===== src/design/icd_pkg.sv =====
// Constants and types shared by the impedance control decoder
package icd_pkg;

  // Register byte addresses
  localparam logic [7:0] ADDR_CTRL_HI  = 8'h80;
  localparam logic [7:0] ADDR_CTRL_LO  = 8'h81;
  localparam logic [7:0] ADDR_SFREQ_HI = 8'h82;
  localparam logic [7:0] ADDR_SFREQ_MD = 8'h83;
  localparam logic [7:0] ADDR_SFREQ_LO = 8'h84;
  localparam logic [7:0] ADDR_NINC_HI  = 8'h88;
  localparam logic [7:0] ADDR_NINC_LO  = 8'h89;
  localparam logic [7:0] ADDR_REAL_HI  = 8'h94;
  localparam logic [7:0] ADDR_REAL_LO  = 8'h95;
  localparam logic [7:0] ADDR_IMAG_HI  = 8'h96;
  localparam logic [7:0] ADDR_IMAG_LO  = 8'h97;
  localparam logic [7:0] ADDR_CHKSUM   = 8'h98;

  // Reset values
  localparam logic [15:0] CTRL_RESET  = 16'hA000;
  localparam logic [23:0] SFREQ_RESET = 24'h000000;
  localparam logic [8:0]  NINC_RESET  = 9'h000;
  localparam logic [15:0] RES_RESET   = 16'h0000;
  localparam logic [7:0]  CHK_RESET   = 8'h00;

  // Control word field positions and increment count MSB
  localparam int CMD_MSB    = 15;
  localparam int CMD_LSB    = 11;
  localparam int EXTCAL_BIT = 10;
  localparam int GAIN_BIT   = 7;
  localparam int NINC_MSB   = 8;

  // Command field codes
  localparam logic [4:0] CMD_NOP    = 5'h00;
  localparam logic [4:0] CMD_INIT   = 5'h01;
  localparam logic [4:0] CMD_SWEEP  = 5'h02;
  localparam logic [4:0] CMD_INCR   = 5'h03;
  localparam logic [4:0] CMD_REPEAT = 5'h04;
  localparam logic [4:0] CMD_TEMP   = 5'h09;
  localparam logic [4:0] CMD_PDOWN  = 5'h0A;
  localparam logic [4:0] CMD_STBY   = 5'h0B;

  // Serial bus: slave address (arbitrary value) and PEC polynomial
  localparam logic [6:0] DEV_ADDR = 7'h2A;
  localparam logic [7:0] CRC_POLY = 8'h07;
  localparam logic [3:0] BITS_PER_BYTE = 4'h8;

  // Operating state, Gray coded
  typedef enum logic [1:0] {
    OP_PDOWN  = 2'h0,
    OP_STBY   = 2'h1,
    OP_ACTIVE = 2'h3
  } icd_op_t;

  // Serial byte engine state, Gray coded along the usual path
  typedef enum logic [2:0] {
    SB_IDLE = 3'h0,
    SB_RX   = 3'h1,
    SB_ACK  = 3'h3,
    SB_TX   = 3'h2,
    SB_RACK = 3'h6
  } icd_sb_t;

  // One-cycle command strobes
  typedef struct packed {
    logic init_f;
    logic sweep;
    logic incr;
    logic rpt;
    logic temp;
  } icd_cmd_t;

  // Committed register write
  typedef struct packed {
    logic       en;
    logic [7:0] addr;
    logic [7:0] data;
  } icd_wr_t;

endpackage : icd_pkg


===== src/design/icd_top.sv =====
// Impedance control decoder: serial slave, registers, command decode
// What this block does
// - Control word lives at 80h high, 81h low
// - Top five control bits form command field
// - Control word resets to A000h, powered down
// - Zero command does nothing, exits fuse mode
// - Decode init, sweep, increment, repeat, temp, power
// - Control bit 10 selects external calibration
// - Real at 94h-95h, imaginary 96h-97h, read-only
// - With PEC, commit byte only after check
// - Control bit 7 selects gain five or one
// - Start frequency 24 bits from 82h, high first
// - Increment count is nine bits at 88h-89h
`timescale 1ns/1ns
module icd_top
  import icd_pkg::*;
(
  input  wire logic        ref_clk,
  input  wire logic        reset,
  input  wire logic        scl_in,
  input  wire logic        sda_in,
  output logic             sda_out,
  output logic             sda_oe,
  input  wire logic        pec_en,
  input  wire logic        fuse_enter,
  input  wire logic        res_valid,
  input  wire logic [15:0] res_real,
  input  wire logic [15:0] res_imag,
  output logic [15:0]      ctrl_word,
  output logic [23:0]      start_freq,
  output logic [8:0]       num_incr,
  output icd_cmd_t         cmd_strobe,
  output icd_op_t          op_state,
  output logic             fuse_mode,
  output logic             ext_cal,
  output logic             gain_x1
);

  //////////////////////////////////////////////////////////////////////
  // Pin synchronisation and bus conditions
  logic [2:0] pins_s;        // {pec_en, sda, scl} after two flops
  logic       scl_s;         // Synchronised clock line
  logic       sda_s;         // Synchronised data line
  logic       pec_s;         // Synchronised PEC enable strap
  logic       scl_d_r;       // Clock line one cycle ago
  logic       sda_d_r;       // Data line one cycle ago

  icd_sync #(.W(3)) u_sync (
    .ref_clk  (ref_clk),
    .reset    (reset),
    .async_in ({pec_en, sda_in, scl_in}),
    .sync_out (pins_s)
  );

  assign scl_s = pins_s[0];
  assign sda_s = pins_s[1];
  assign pec_s = pins_s[2];

  wire scl_rise  = scl_s & ~scl_d_r;
  wire scl_fall  = ~scl_s & scl_d_r;
  wire start_det = scl_s & scl_d_r & sda_d_r & ~sda_s;
  wire stop_det  = scl_s & scl_d_r & ~sda_d_r & sda_s;

  //////////////////////////////////////////////////////////////////////
  // Byte engine state
  icd_sb_t    sb_r;          // Engine state
  logic [3:0] bit_r;         // Bits moved in current byte
  logic [1:0] byte_r;        // 0 address, 1 pointer, 2 data (saturates)
  logic       rw_r;          // Transaction direction, 1 is read
  logic [7:0] sh_r;          // Receive shift register
  logic [7:0] tx_r;          // Transmit shift register
  logic [7:0] ptr_r;         // Register pointer, auto-increments
  logic [7:0] crc_r;         // Running PEC over the transaction
  logic       pend_r;        // Data byte staged, awaiting its PEC
  logic [7:0] pend_addr_r;   // Staged address
  logic [7:0] pend_data_r;   // Staged data
  logic       sda_oe_r;      // Pulls data line low when set

  wire [7:0] crc_nxt = {crc_r[6:0], 1'b0}
                     ^ ((crc_r[7] ^ sda_s) ? CRC_POLY : 8'h00);
  wire byte_done = (sb_r == SB_RX) && scl_fall
                && (bit_r == BITS_PER_BYTE);
  wire addr_hit  = (sh_r[7:1] == DEV_ADDR);
  wire data_byte = byte_done && (byte_r == 2'h2) && !rw_r;
  wire pec_byte  = data_byte && pec_s && pend_r;
  wire pec_ok    = (crc_r == 8'h00);  // Residue is zero on a good PEC
  wire ack_w     = (byte_r == 2'h0) ? addr_hit
                 : (pec_byte ? pec_ok : 1'b1);
  wire [1:0] byte_inc = (byte_r == 2'h2) ? byte_r : byte_r + 2'h1;

  // Commit path: direct without PEC, on good PEC otherwise
  icd_wr_t wr;
  assign wr.en   = data_byte && (pec_s ? (pend_r && pec_ok) : 1'b1);
  assign wr.addr = pec_s ? pend_addr_r : ptr_r;
  assign wr.data = pec_s ? pend_data_r : sh_r;

  //////////////////////////////////////////////////////////////////////
  // Register read selection; unmapped and write-only space reads zero
  logic [15:0] ctrl_r;
  logic [23:0] sfreq_r;
  logic [8:0]  ninc_r;
  logic [15:0] real_r;
  logic [15:0] imag_r;
  logic [7:0]  chk_r;
  wire [7:0] rd_byte =
      (ptr_r == ADDR_CTRL_HI)  ? ctrl_r[15:8]  :
      (ptr_r == ADDR_CTRL_LO)  ? ctrl_r[7:0]   :
      (ptr_r == ADDR_SFREQ_HI) ? sfreq_r[23:16] :
      (ptr_r == ADDR_SFREQ_MD) ? sfreq_r[15:8] :
      (ptr_r == ADDR_SFREQ_LO) ? sfreq_r[7:0]  :
      (ptr_r == ADDR_NINC_HI)  ? {7'h00, ninc_r[NINC_MSB]} :
      (ptr_r == ADDR_NINC_LO)  ? ninc_r[7:0]   :
      (ptr_r == ADDR_REAL_HI)  ? real_r[15:8]  :
      (ptr_r == ADDR_REAL_LO)  ? real_r[7:0]   :
      (ptr_r == ADDR_IMAG_HI)  ? imag_r[15:8]  :
      (ptr_r == ADDR_IMAG_LO)  ? imag_r[7:0]   :
      (ptr_r == ADDR_CHKSUM)   ? chk_r         : 8'h00;

  //////////////////////////////////////////////////////////////////////
  // Serial byte engine; start and stop win over any bit activity
  always_ff @(posedge ref_clk) begin
    if (reset) begin
      scl_d_r <= 1'b1;
      sda_d_r <= 1'b1;
      sb_r <= SB_IDLE;
      bit_r <= 4'h0;
      byte_r <= 2'h0;
      rw_r <= 1'b0;
      sh_r <= 8'h00;
      tx_r <= 8'h00;
      ptr_r <= 8'h00;
      crc_r <= 8'h00;
      pend_r <= 1'b0;
      pend_addr_r <= 8'h00;
      pend_data_r <= 8'h00;
      sda_oe_r <= 1'b0;
    end else begin
      scl_d_r <= scl_s;
      sda_d_r <= sda_s;
      if (start_det) begin
        // Repeated start keeps the pointer for a following read
        sb_r <= SB_RX;
        bit_r <= 4'h0;
        byte_r <= 2'h0;
        crc_r <= 8'h00;
        pend_r <= 1'b0;
        sda_oe_r <= 1'b0;
      end else if (stop_det) begin
        // A staged byte without its PEC is dropped here
        sb_r <= SB_IDLE;
        pend_r <= 1'b0;
        sda_oe_r <= 1'b0;
      end else begin
        case (sb_r)
          SB_RX: begin
            if (scl_rise) begin
              sh_r <= {sh_r[6:0], sda_s};
              crc_r <= crc_nxt;
              bit_r <= bit_r + 4'h1;
            end else if (byte_done) begin
              sda_oe_r <= ack_w;
              sb_r <= ack_w ? SB_ACK : SB_IDLE;
              if (byte_r == 2'h0) begin
                rw_r <= sh_r[0];
              end
              if (byte_r == 2'h1) begin
                ptr_r <= sh_r;
              end
              if (data_byte) begin
                if (pec_s && !pend_r) begin
                  // Stage the byte until its PEC arrives
                  pend_r <= 1'b1;
                  pend_addr_r <= ptr_r;
                  pend_data_r <= sh_r;
                  ptr_r <= ptr_r + 8'h01;
                end else if (pec_s) begin
                  pend_r <= 1'b0;
                end else begin
                  ptr_r <= ptr_r + 8'h01;
                end
              end
            end
          end
          SB_ACK: begin
            if (scl_fall) begin
              byte_r <= byte_inc;
              bit_r <= 4'h0;
              if (rw_r) begin
                sb_r <= SB_TX;
                tx_r <= rd_byte;
                sda_oe_r <= ~rd_byte[7];
                ptr_r <= ptr_r + 8'h01;
              end else begin
                sb_r <= SB_RX;
                sda_oe_r <= 1'b0;
              end
            end
          end
          SB_TX: begin
            if (scl_fall) begin
              if (bit_r == 4'h7) begin
                sb_r <= SB_RACK;
                sda_oe_r <= 1'b0;
              end else begin
                tx_r <= {tx_r[6:0], 1'b0};
                sda_oe_r <= ~tx_r[6];
                bit_r <= bit_r + 4'h1;
              end
            end
          end
          SB_RACK: begin
            // Master NACK ends the read; ACK fetches the next byte
            if (scl_rise && sda_s) begin
              sb_r <= SB_IDLE;
            end else if (scl_fall) begin
              sb_r <= SB_TX;
              bit_r <= 4'h0;
              tx_r <= rd_byte;
              sda_oe_r <= ~rd_byte[7];
              ptr_r <= ptr_r + 8'h01;
            end
          end
          default: sb_r <= SB_IDLE;
        endcase
      end
    end
  end

  //////////////////////////////////////////////////////////////////////
  // Command decode on a committed write of the high control byte
  wire        ctrl_hi_wr = wr.en && (wr.addr == ADDR_CTRL_HI);
  wire [15:0] ctrl_new   = {wr.data, ctrl_r[7:0]};
  wire [4:0]  cmd_w      = ctrl_new[CMD_MSB:CMD_LSB];
  wire is_run = (cmd_w == CMD_INIT) || (cmd_w == CMD_SWEEP)
             || (cmd_w == CMD_INCR) || (cmd_w == CMD_REPEAT)
             || (cmd_w == CMD_TEMP);
  wire is_nop = ctrl_hi_wr && (cmd_w == CMD_NOP);
  icd_op_t op_nxt;
  // Reserved and no-op codes fall through to the current state
  assign op_nxt = !ctrl_hi_wr          ? op_state  :
                  is_run               ? OP_ACTIVE :
                  (cmd_w == CMD_PDOWN) ? OP_PDOWN  :
                  (cmd_w == CMD_STBY)  ? OP_STBY   : op_state;

  //////////////////////////////////////////////////////////////////////
  // Register file and decoded state
  always_ff @(posedge ref_clk) begin
    if (reset) begin
      ctrl_r <= CTRL_RESET;
      sfreq_r <= SFREQ_RESET;
      ninc_r <= NINC_RESET;
      op_state <= OP_PDOWN;
      cmd_strobe <= '0;
      fuse_mode <= 1'b0;
    end else begin
      if (ctrl_hi_wr) begin
        ctrl_r[15:8] <= wr.data;
      end
      if (wr.en && (wr.addr == ADDR_CTRL_LO)) begin
        ctrl_r[7:0] <= wr.data;
      end
      if (wr.en && (wr.addr == ADDR_SFREQ_HI)) begin
        sfreq_r[23:16] <= wr.data;
      end
      if (wr.en && (wr.addr == ADDR_SFREQ_MD)) begin
        sfreq_r[15:8] <= wr.data;
      end
      if (wr.en && (wr.addr == ADDR_SFREQ_LO)) begin
        sfreq_r[7:0] <= wr.data;
      end
      if (wr.en && (wr.addr == ADDR_NINC_HI)) begin
        ninc_r[NINC_MSB] <= wr.data[0];
      end
      if (wr.en && (wr.addr == ADDR_NINC_LO)) begin
        ninc_r[7:0] <= wr.data;
      end
      op_state <= op_nxt;
      cmd_strobe.init_f <= ctrl_hi_wr && (cmd_w == CMD_INIT);
      cmd_strobe.sweep <= ctrl_hi_wr && (cmd_w == CMD_SWEEP);
      cmd_strobe.incr <= ctrl_hi_wr && (cmd_w == CMD_INCR);
      cmd_strobe.rpt <= ctrl_hi_wr && (cmd_w == CMD_REPEAT);
      cmd_strobe.temp <= ctrl_hi_wr && (cmd_w == CMD_TEMP);
      // Entry wins over a no-op in the same cycle
      fuse_mode <= fuse_enter | (fuse_mode & ~is_nop);
    end
  end

  // Result capture; checksum is the XOR of the four result bytes
  always_ff @(posedge ref_clk) begin
    if (reset) begin
      real_r <= RES_RESET;
      imag_r <= RES_RESET;
      chk_r <= CHK_RESET;
    end else if (res_valid) begin
      real_r <= res_real;
      imag_r <= res_imag;
      chk_r <= res_real[15:8] ^ res_real[7:0]
             ^ res_imag[15:8] ^ res_imag[7:0];
    end
  end

  // Outputs: flop slices, except sda_out which is tied low
  assign ctrl_word  = ctrl_r;
  assign start_freq = sfreq_r;
  assign num_incr   = ninc_r;
  assign ext_cal    = ctrl_r[EXTCAL_BIT];
  assign gain_x1    = ctrl_r[GAIN_BIT];
  assign sda_oe     = sda_oe_r;
  assign sda_out    = 1'b0;  // Open drain: only ever pulls low

  //////////////////////////////////////////////////////////////////////
  // Assertions
  ctrl_reset_a: assert property (@(posedge ref_clk)
    reset |=> (ctrl_r == CTRL_RESET) && (op_state == OP_PDOWN))
    else $error("control word not at reset value");
  ctrl_hi_write_a: assert property (@(posedge ref_clk)
    disable iff (reset) ctrl_hi_wr |=> ctrl_r[15:8] == $past(wr.data))
    else $error("high control byte not stored");
  ctrl_lo_write_a: assert property (@(posedge ref_clk)
    disable iff (reset)
    (wr.en && (wr.addr == ADDR_CTRL_LO))
      |=> ctrl_r[7:0] == $past(wr.data) && $stable(ctrl_r[15:8]))
    else $error("low control byte not stored");
  init_strobe_a: assert property (@(posedge ref_clk)
    disable iff (reset)
    (ctrl_hi_wr && cmd_w == CMD_INIT)
      |=> cmd_strobe.init_f && op_state == OP_ACTIVE ##1 !cmd_strobe.init_f)
    else $error("init command not decoded");
  pdown_cmd_a: assert property (@(posedge ref_clk)
    disable iff (reset)
    (ctrl_hi_wr && cmd_w == CMD_PDOWN) |=> op_state == OP_PDOWN)
    else $error("power down not entered");
  reserved_cmd_a: assert property (@(posedge ref_clk)
    disable iff (reset)
    (ctrl_hi_wr && !is_run && cmd_w != CMD_PDOWN && cmd_w != CMD_STBY)
      |=> $stable(op_state) && cmd_strobe == '0)
    else $error("reserved or no-op code acted");
  nop_fuse_a: assert property (@(posedge ref_clk)
    disable iff (reset) (is_nop && !fuse_enter) |=> !fuse_mode)
    else $error("no-op did not leave fuse mode");
  pec_block_a: assert property (@(posedge ref_clk)
    disable iff (reset)
    (data_byte && pec_s && !(pend_r && pec_ok)) |=> $stable(ctrl_r))
    else $error("control updated without good PEC");
  checksum_a: assert property (@(posedge ref_clk)
    disable iff (reset)
    res_valid |=> chk_r == (real_r[15:8] ^ real_r[7:0]
                          ^ imag_r[15:8] ^ imag_r[7:0]))
    else $error("checksum not regenerated");
  ninc_width_a: assert property (@(posedge ref_clk)
    disable iff (reset)
    (sb_r == SB_TX && bit_r == 4'h0 && $past(ptr_r) == ADDR_NINC_HI
     && $changed(sb_r)) |-> tx_r[7:1] == 7'h00)
    else $error("increment count high bits not zero");

  init_cmd_c: cover property (@(posedge ref_clk) cmd_strobe.init_f);
  pec_commit_c: cover property (@(posedge ref_clk) pec_byte && pec_ok);
  pec_reject_c: cover property (@(posedge ref_clk) pec_byte && !pec_ok);
  read_byte_c: cover property (@(posedge ref_clk) sb_r == SB_RACK);

endmodule : icd_top


===== src/design/icd_sync.sv =====
// Two flip-flop synchroniser for asynchronous pin inputs
`timescale 1ns/1ns
module icd_sync #(
  parameter int W = 1
) (
  input  wire logic         ref_clk,
  input  wire logic         reset,
  input  wire logic [W-1:0] async_in,
  output logic      [W-1:0] sync_out
);

  logic [W-1:0] meta_r;  // First stage, read only by the second

  // Two stages; idle high so a released bus looks idle after reset
  always_ff @(posedge ref_clk) begin
    if (reset) begin
      meta_r   <= '1;
      sync_out <= '1;
    end else begin
      meta_r   <= async_in;
      sync_out <= meta_r;
    end
  end

endmodule : icd_sync


===== config.mk =====
export PLATFORM = sky130hd
export DESIGN_NAME = icd_top
export DESIGN_NICKNAME = d
export VERILOG_FILES = /design/src/design/icd_pkg.sv /design/src/design/icd_top.sv /design/src/design/icd_sync.sv
export SDC_FILE = /design/constraint.sdc
export NUM_CORES = 1
export LEC_CHECK = 0
export BUFFER_PORTS_ARGS = -buffer_cell sky130_fd_sc_hd__buf_2
export CAP_MARGIN = 20
export CORE_MARGIN = 5
export CORE_UTILIZATION = 59
export CTS_BUF_LIST = sky130_fd_sc_hd__clkbuf_16
export CTS_CLUSTER_DIAMETER = 40
export DETAILED_ROUTE_END_ITERATION = 7
export MAX_ROUTING_LAYER = met4
export PLACE_DENSITY_LB_ADDON = 0.08
export SYNTH_ARGS = -nofsm -noshare
export SYNTH_HDL_FRONTEND = slang
export SYNTH_SLANG_ARGS = --single-unit
export TNS_END_PERCENT = 30

===== constraint.sdc =====
create_clock -name ref_clk -period 2.6 [get_ports ref_clk]
set_input_delay 0.39 -clock ref_clk [delete_from_list [all_inputs] [get_ports ref_clk]]
set_output_delay 0.39 -clock ref_clk [all_outputs]
set_load 0.005 [all_outputs]

==> results.yml <==
status:
  outcome: "complete, no violations"
global_route:
  grt-ovfl-total: 0
  grt_first_pass_wirelength_um: 37700
  grt_pass1_vias: 7140
  grt_max_degree: 61
  antenna_found_initial: 0
  grt_usage: 0.295
final_layout:
  antenna_cells: 0
  drive_above_1_share: 0.188
  fill_cells: 1174
  final_common_cell: "dfxtp_1"
  area_growth_pct: 16.4
  layout_common_cells: "dfxtp_1 (164), nor2_1 (128), nand2_1 (112), buf_2 (97), mux2i_1 (65)"
  fin_nets: 1146
routing:
  dr_wl_met3_um: 2210
  firstDrtPassIters: 7
  dr.max_layer_used: "met4"
  antenna_left: 0
  wl_met1_um: 10400
  wl_per_cell_um: 18.3
  wl_um: 23500
  wl_met2_um: 10200
  vias: 7773
  drt_iter0_markers: 750
  avgViaCountPerCell: 6.03
  drc: 0
synthesis:
  yosysUniqueCellTypes: 71
  synth-adder-area-share: 0.0135
  synth-simple-area-share: 0.237
  netlist_instances: 1012
  synthXorXnorAreaFrac: 0.0305
  ys.flop_type: "dfxtp_1"
  ys_warn_count: 0
  synth_compound_gate_area_share: 0.185
  syn_area_per_cell_um2: 8.24
  synth_edf_count: 0
  synth-async-reset-ratio: 0
  ys_seq_area_frac: 0.394
  syn_area_um2: 8340
  ys_ff_latch: 164
  synthMuxAreaShare: 0.0848
  synth.net_count: 1060
  synth_top_family_by_area: "simple AND/OR/NAND/NOR gates"
floorplan:
  ios: 100
  die_y_um: 129
  core_region_area_um2: 13900
  initial_core_util: 0.601
  rows: 43
  dieArea_um2: 16600
  die_width_um: 129
setup_path:
  arrival_ps: 2770
  start_kind: "flop"
  reg2reg_from: "ptr_r[0]"
  reg2regPathDepth: 8
  cp-endpoint: "sda_oe"
  cp_max_fo: 12
  startpoint: "ptr_r[0]"
  crit_type: "reg2reg"
  crit_path_end_kind: "flop"
  reg2reg_slack_ps: 190
  required_ps: 2950
  r2r_end: "sda_oe"
place:
  place_worst_setup_slack_ps: 131
  io_buffers: 98
  dp_hpwl_um: 16600
  gp_congestion: 0.977
clock_tree:
  cts_made_buffers: 17
  clk_pin_slew_ps: 60
  post-cts-setup-buffers: 0
  cts-root-buf: "clkbuf_16"
  worstSkewPairLatency_ps: 430
  holdBufCountCts: 0
  cts_resized: 0
  cts_buffer_depth: 2
  clock-sinks: 164
  cts_tree: "yes"
  htree_levels: 4
timing:
  hold_viol_final: 0
  fin_ws_ps: 185
  max_clock_freq_mhz: 414
  maxSlewViolCount: 0
  finalCriticalPeriod_ps: 2410
  relSlewSlack: 0.568
  setup_tns_ps: 0
  clock_skew_ps: 8.26
  rsz0062_at_grt: "false"
  setup_viol: 0
  post-route-period-util: 0.929
  tightest_slew_ps: 648
power:
  ir_drop_mv: 0.452
  p_leak_uw: 0.00378
  powerDensity_nw_per_um2: 565
min_path:
  hp-class: "in2reg"
run:
  drv_cap: 0
how the worst min path moves through the flow:
stage / from / to / cells past startpoint
floorplan: u_sync.meta_r[0] / u_sync.sync_out[0] / 1
global placement: u_sync.meta_r[2] / u_sync.sync_out[2] / 1
detailed placement: u_sync.meta_r[1] / u_sync.sync_out[1] / 1
CTS: sda_in / u_sync.meta_r[1] / 2
global route: scl_in / u_sync.meta_r[0] / 2
finish: sda_in / u_sync.meta_r[1] / 2
cell usage after synthesis (all sizes together), types with 3 or more instances:
cell	number	area share
a22oi	10	0.0090
a21oi	65	0.039
nor2	128	0.058
o21ai	32	0.019
a2111oi	3	0.0054
nand2	112	0.050
and2	3	0.0023
o211ai	8	0.0072
a31oi	13	0.0098
or2	13	0.0098
xnor2	29	0.030
a211oi	38	0.035
nor4	10	0.0093
nor4b	4	0.0050
or4	4	0.0041
buf	26	0.019
nand4	4	0.0030
nor3	33	0.022
o22ai	14	0.011
o2bb2ai	5	0.0053
o21bai	4	0.0036
inv	24	0.011
a21boi	4	0.0036
nor3b	7	0.0069
o21a	3	0.0027
and3	3	0.0023
nor2b	8	0.0060
mux2i	65	0.078
a221oi	7	0.0074
a311oi	3	0.0032
nand3b	16	0.014
mux2	5	0.0068
ha	9	0.014
nand3	17	0.010
or3	11	0.0083
nand2b	21	0.017
clkbuf	56	0.025
dfxtp	164	0.39
o41ai	3	0.0032
o31ai	4	0.0042
through the flow:
stage | total power, uW | hold slack [ps] | instances | instance area (um^2) | utilization
after floorplan | 2890 | 389 | 1012 | 8340 | -
after global placement | 2990 | 393 | 1259 | 9100 | 0.655
after detailed placement | 3000 | 399 | 1259 | 9100 | 0.655
after CTS | 5500 | 133 | 1290 | 9680 | 0.698
after global routing | 5650 | 129 | 1290 | 9700 | 0.699
final | 5480 | 145 | 1290 | 9700 | 0.699
kinds of logic (layout without fill, tap and decap cells):
kind of cell,Yosys count,after routing
flops,164,164
xor+xnor,29,29
simple gates,402,402
compound gates,231,231
fa+ha+maj,9,9
mux,70,70
buf+inv,106,204
other cells,1,1
worst max-delay path, cell delays in order, from the launching register on:
cell and delay (ps):
dfxtp_1 510, ha_1 540, buf_4 290, nor2b_1 150, o21ai_0 90, o211ai_1 120
nand2_1 120, a221o_1 350, a21boi_0 160
sequential cells by signal, summed over array words and instances, names as in the netlist, 4 cells and up:
name / count
start_freq: 24
ctrl_word: 16
imag_r: 16
real_r: 16
num_incr: 9
chk_r: 8
crc_r: 8
pend_addr_r: 8
pend_data_r: 8
ptr_r: 8
sh_r: 8
tx_r: 7
cmd_strobe: 5
bit_r: 4
layer usage:
layer  track usage  up-vias
met5             -        -
met4         0.103        0
met3        0.0822       59
met2         0.434      337
met1         0.390     3619
li1              -     3758
report_power, final:
group	total, uW	internal, uW	leakage, uW	switching (uW)
Clock	2520	1500	0.000289	1030
Combinational	351	153	0.00216	197
Sequential	2600	2560	0.00133	36.8
layout make-up:
cell class,count,area (um^2),share of cell area
Multi-Input combinational cell,742,4610,0.475
Sequential cell,164,3280,0.338
Timing Repair Buffer,149,901,0.0929
Clock buffer,17,425,0.0439
Tap cell,180,225,0.0232
Clock inverter,14,163,0.0168
Inverter,24,90.1,0.00929
No activity file was read; power rests on OpenSTA's default activity.
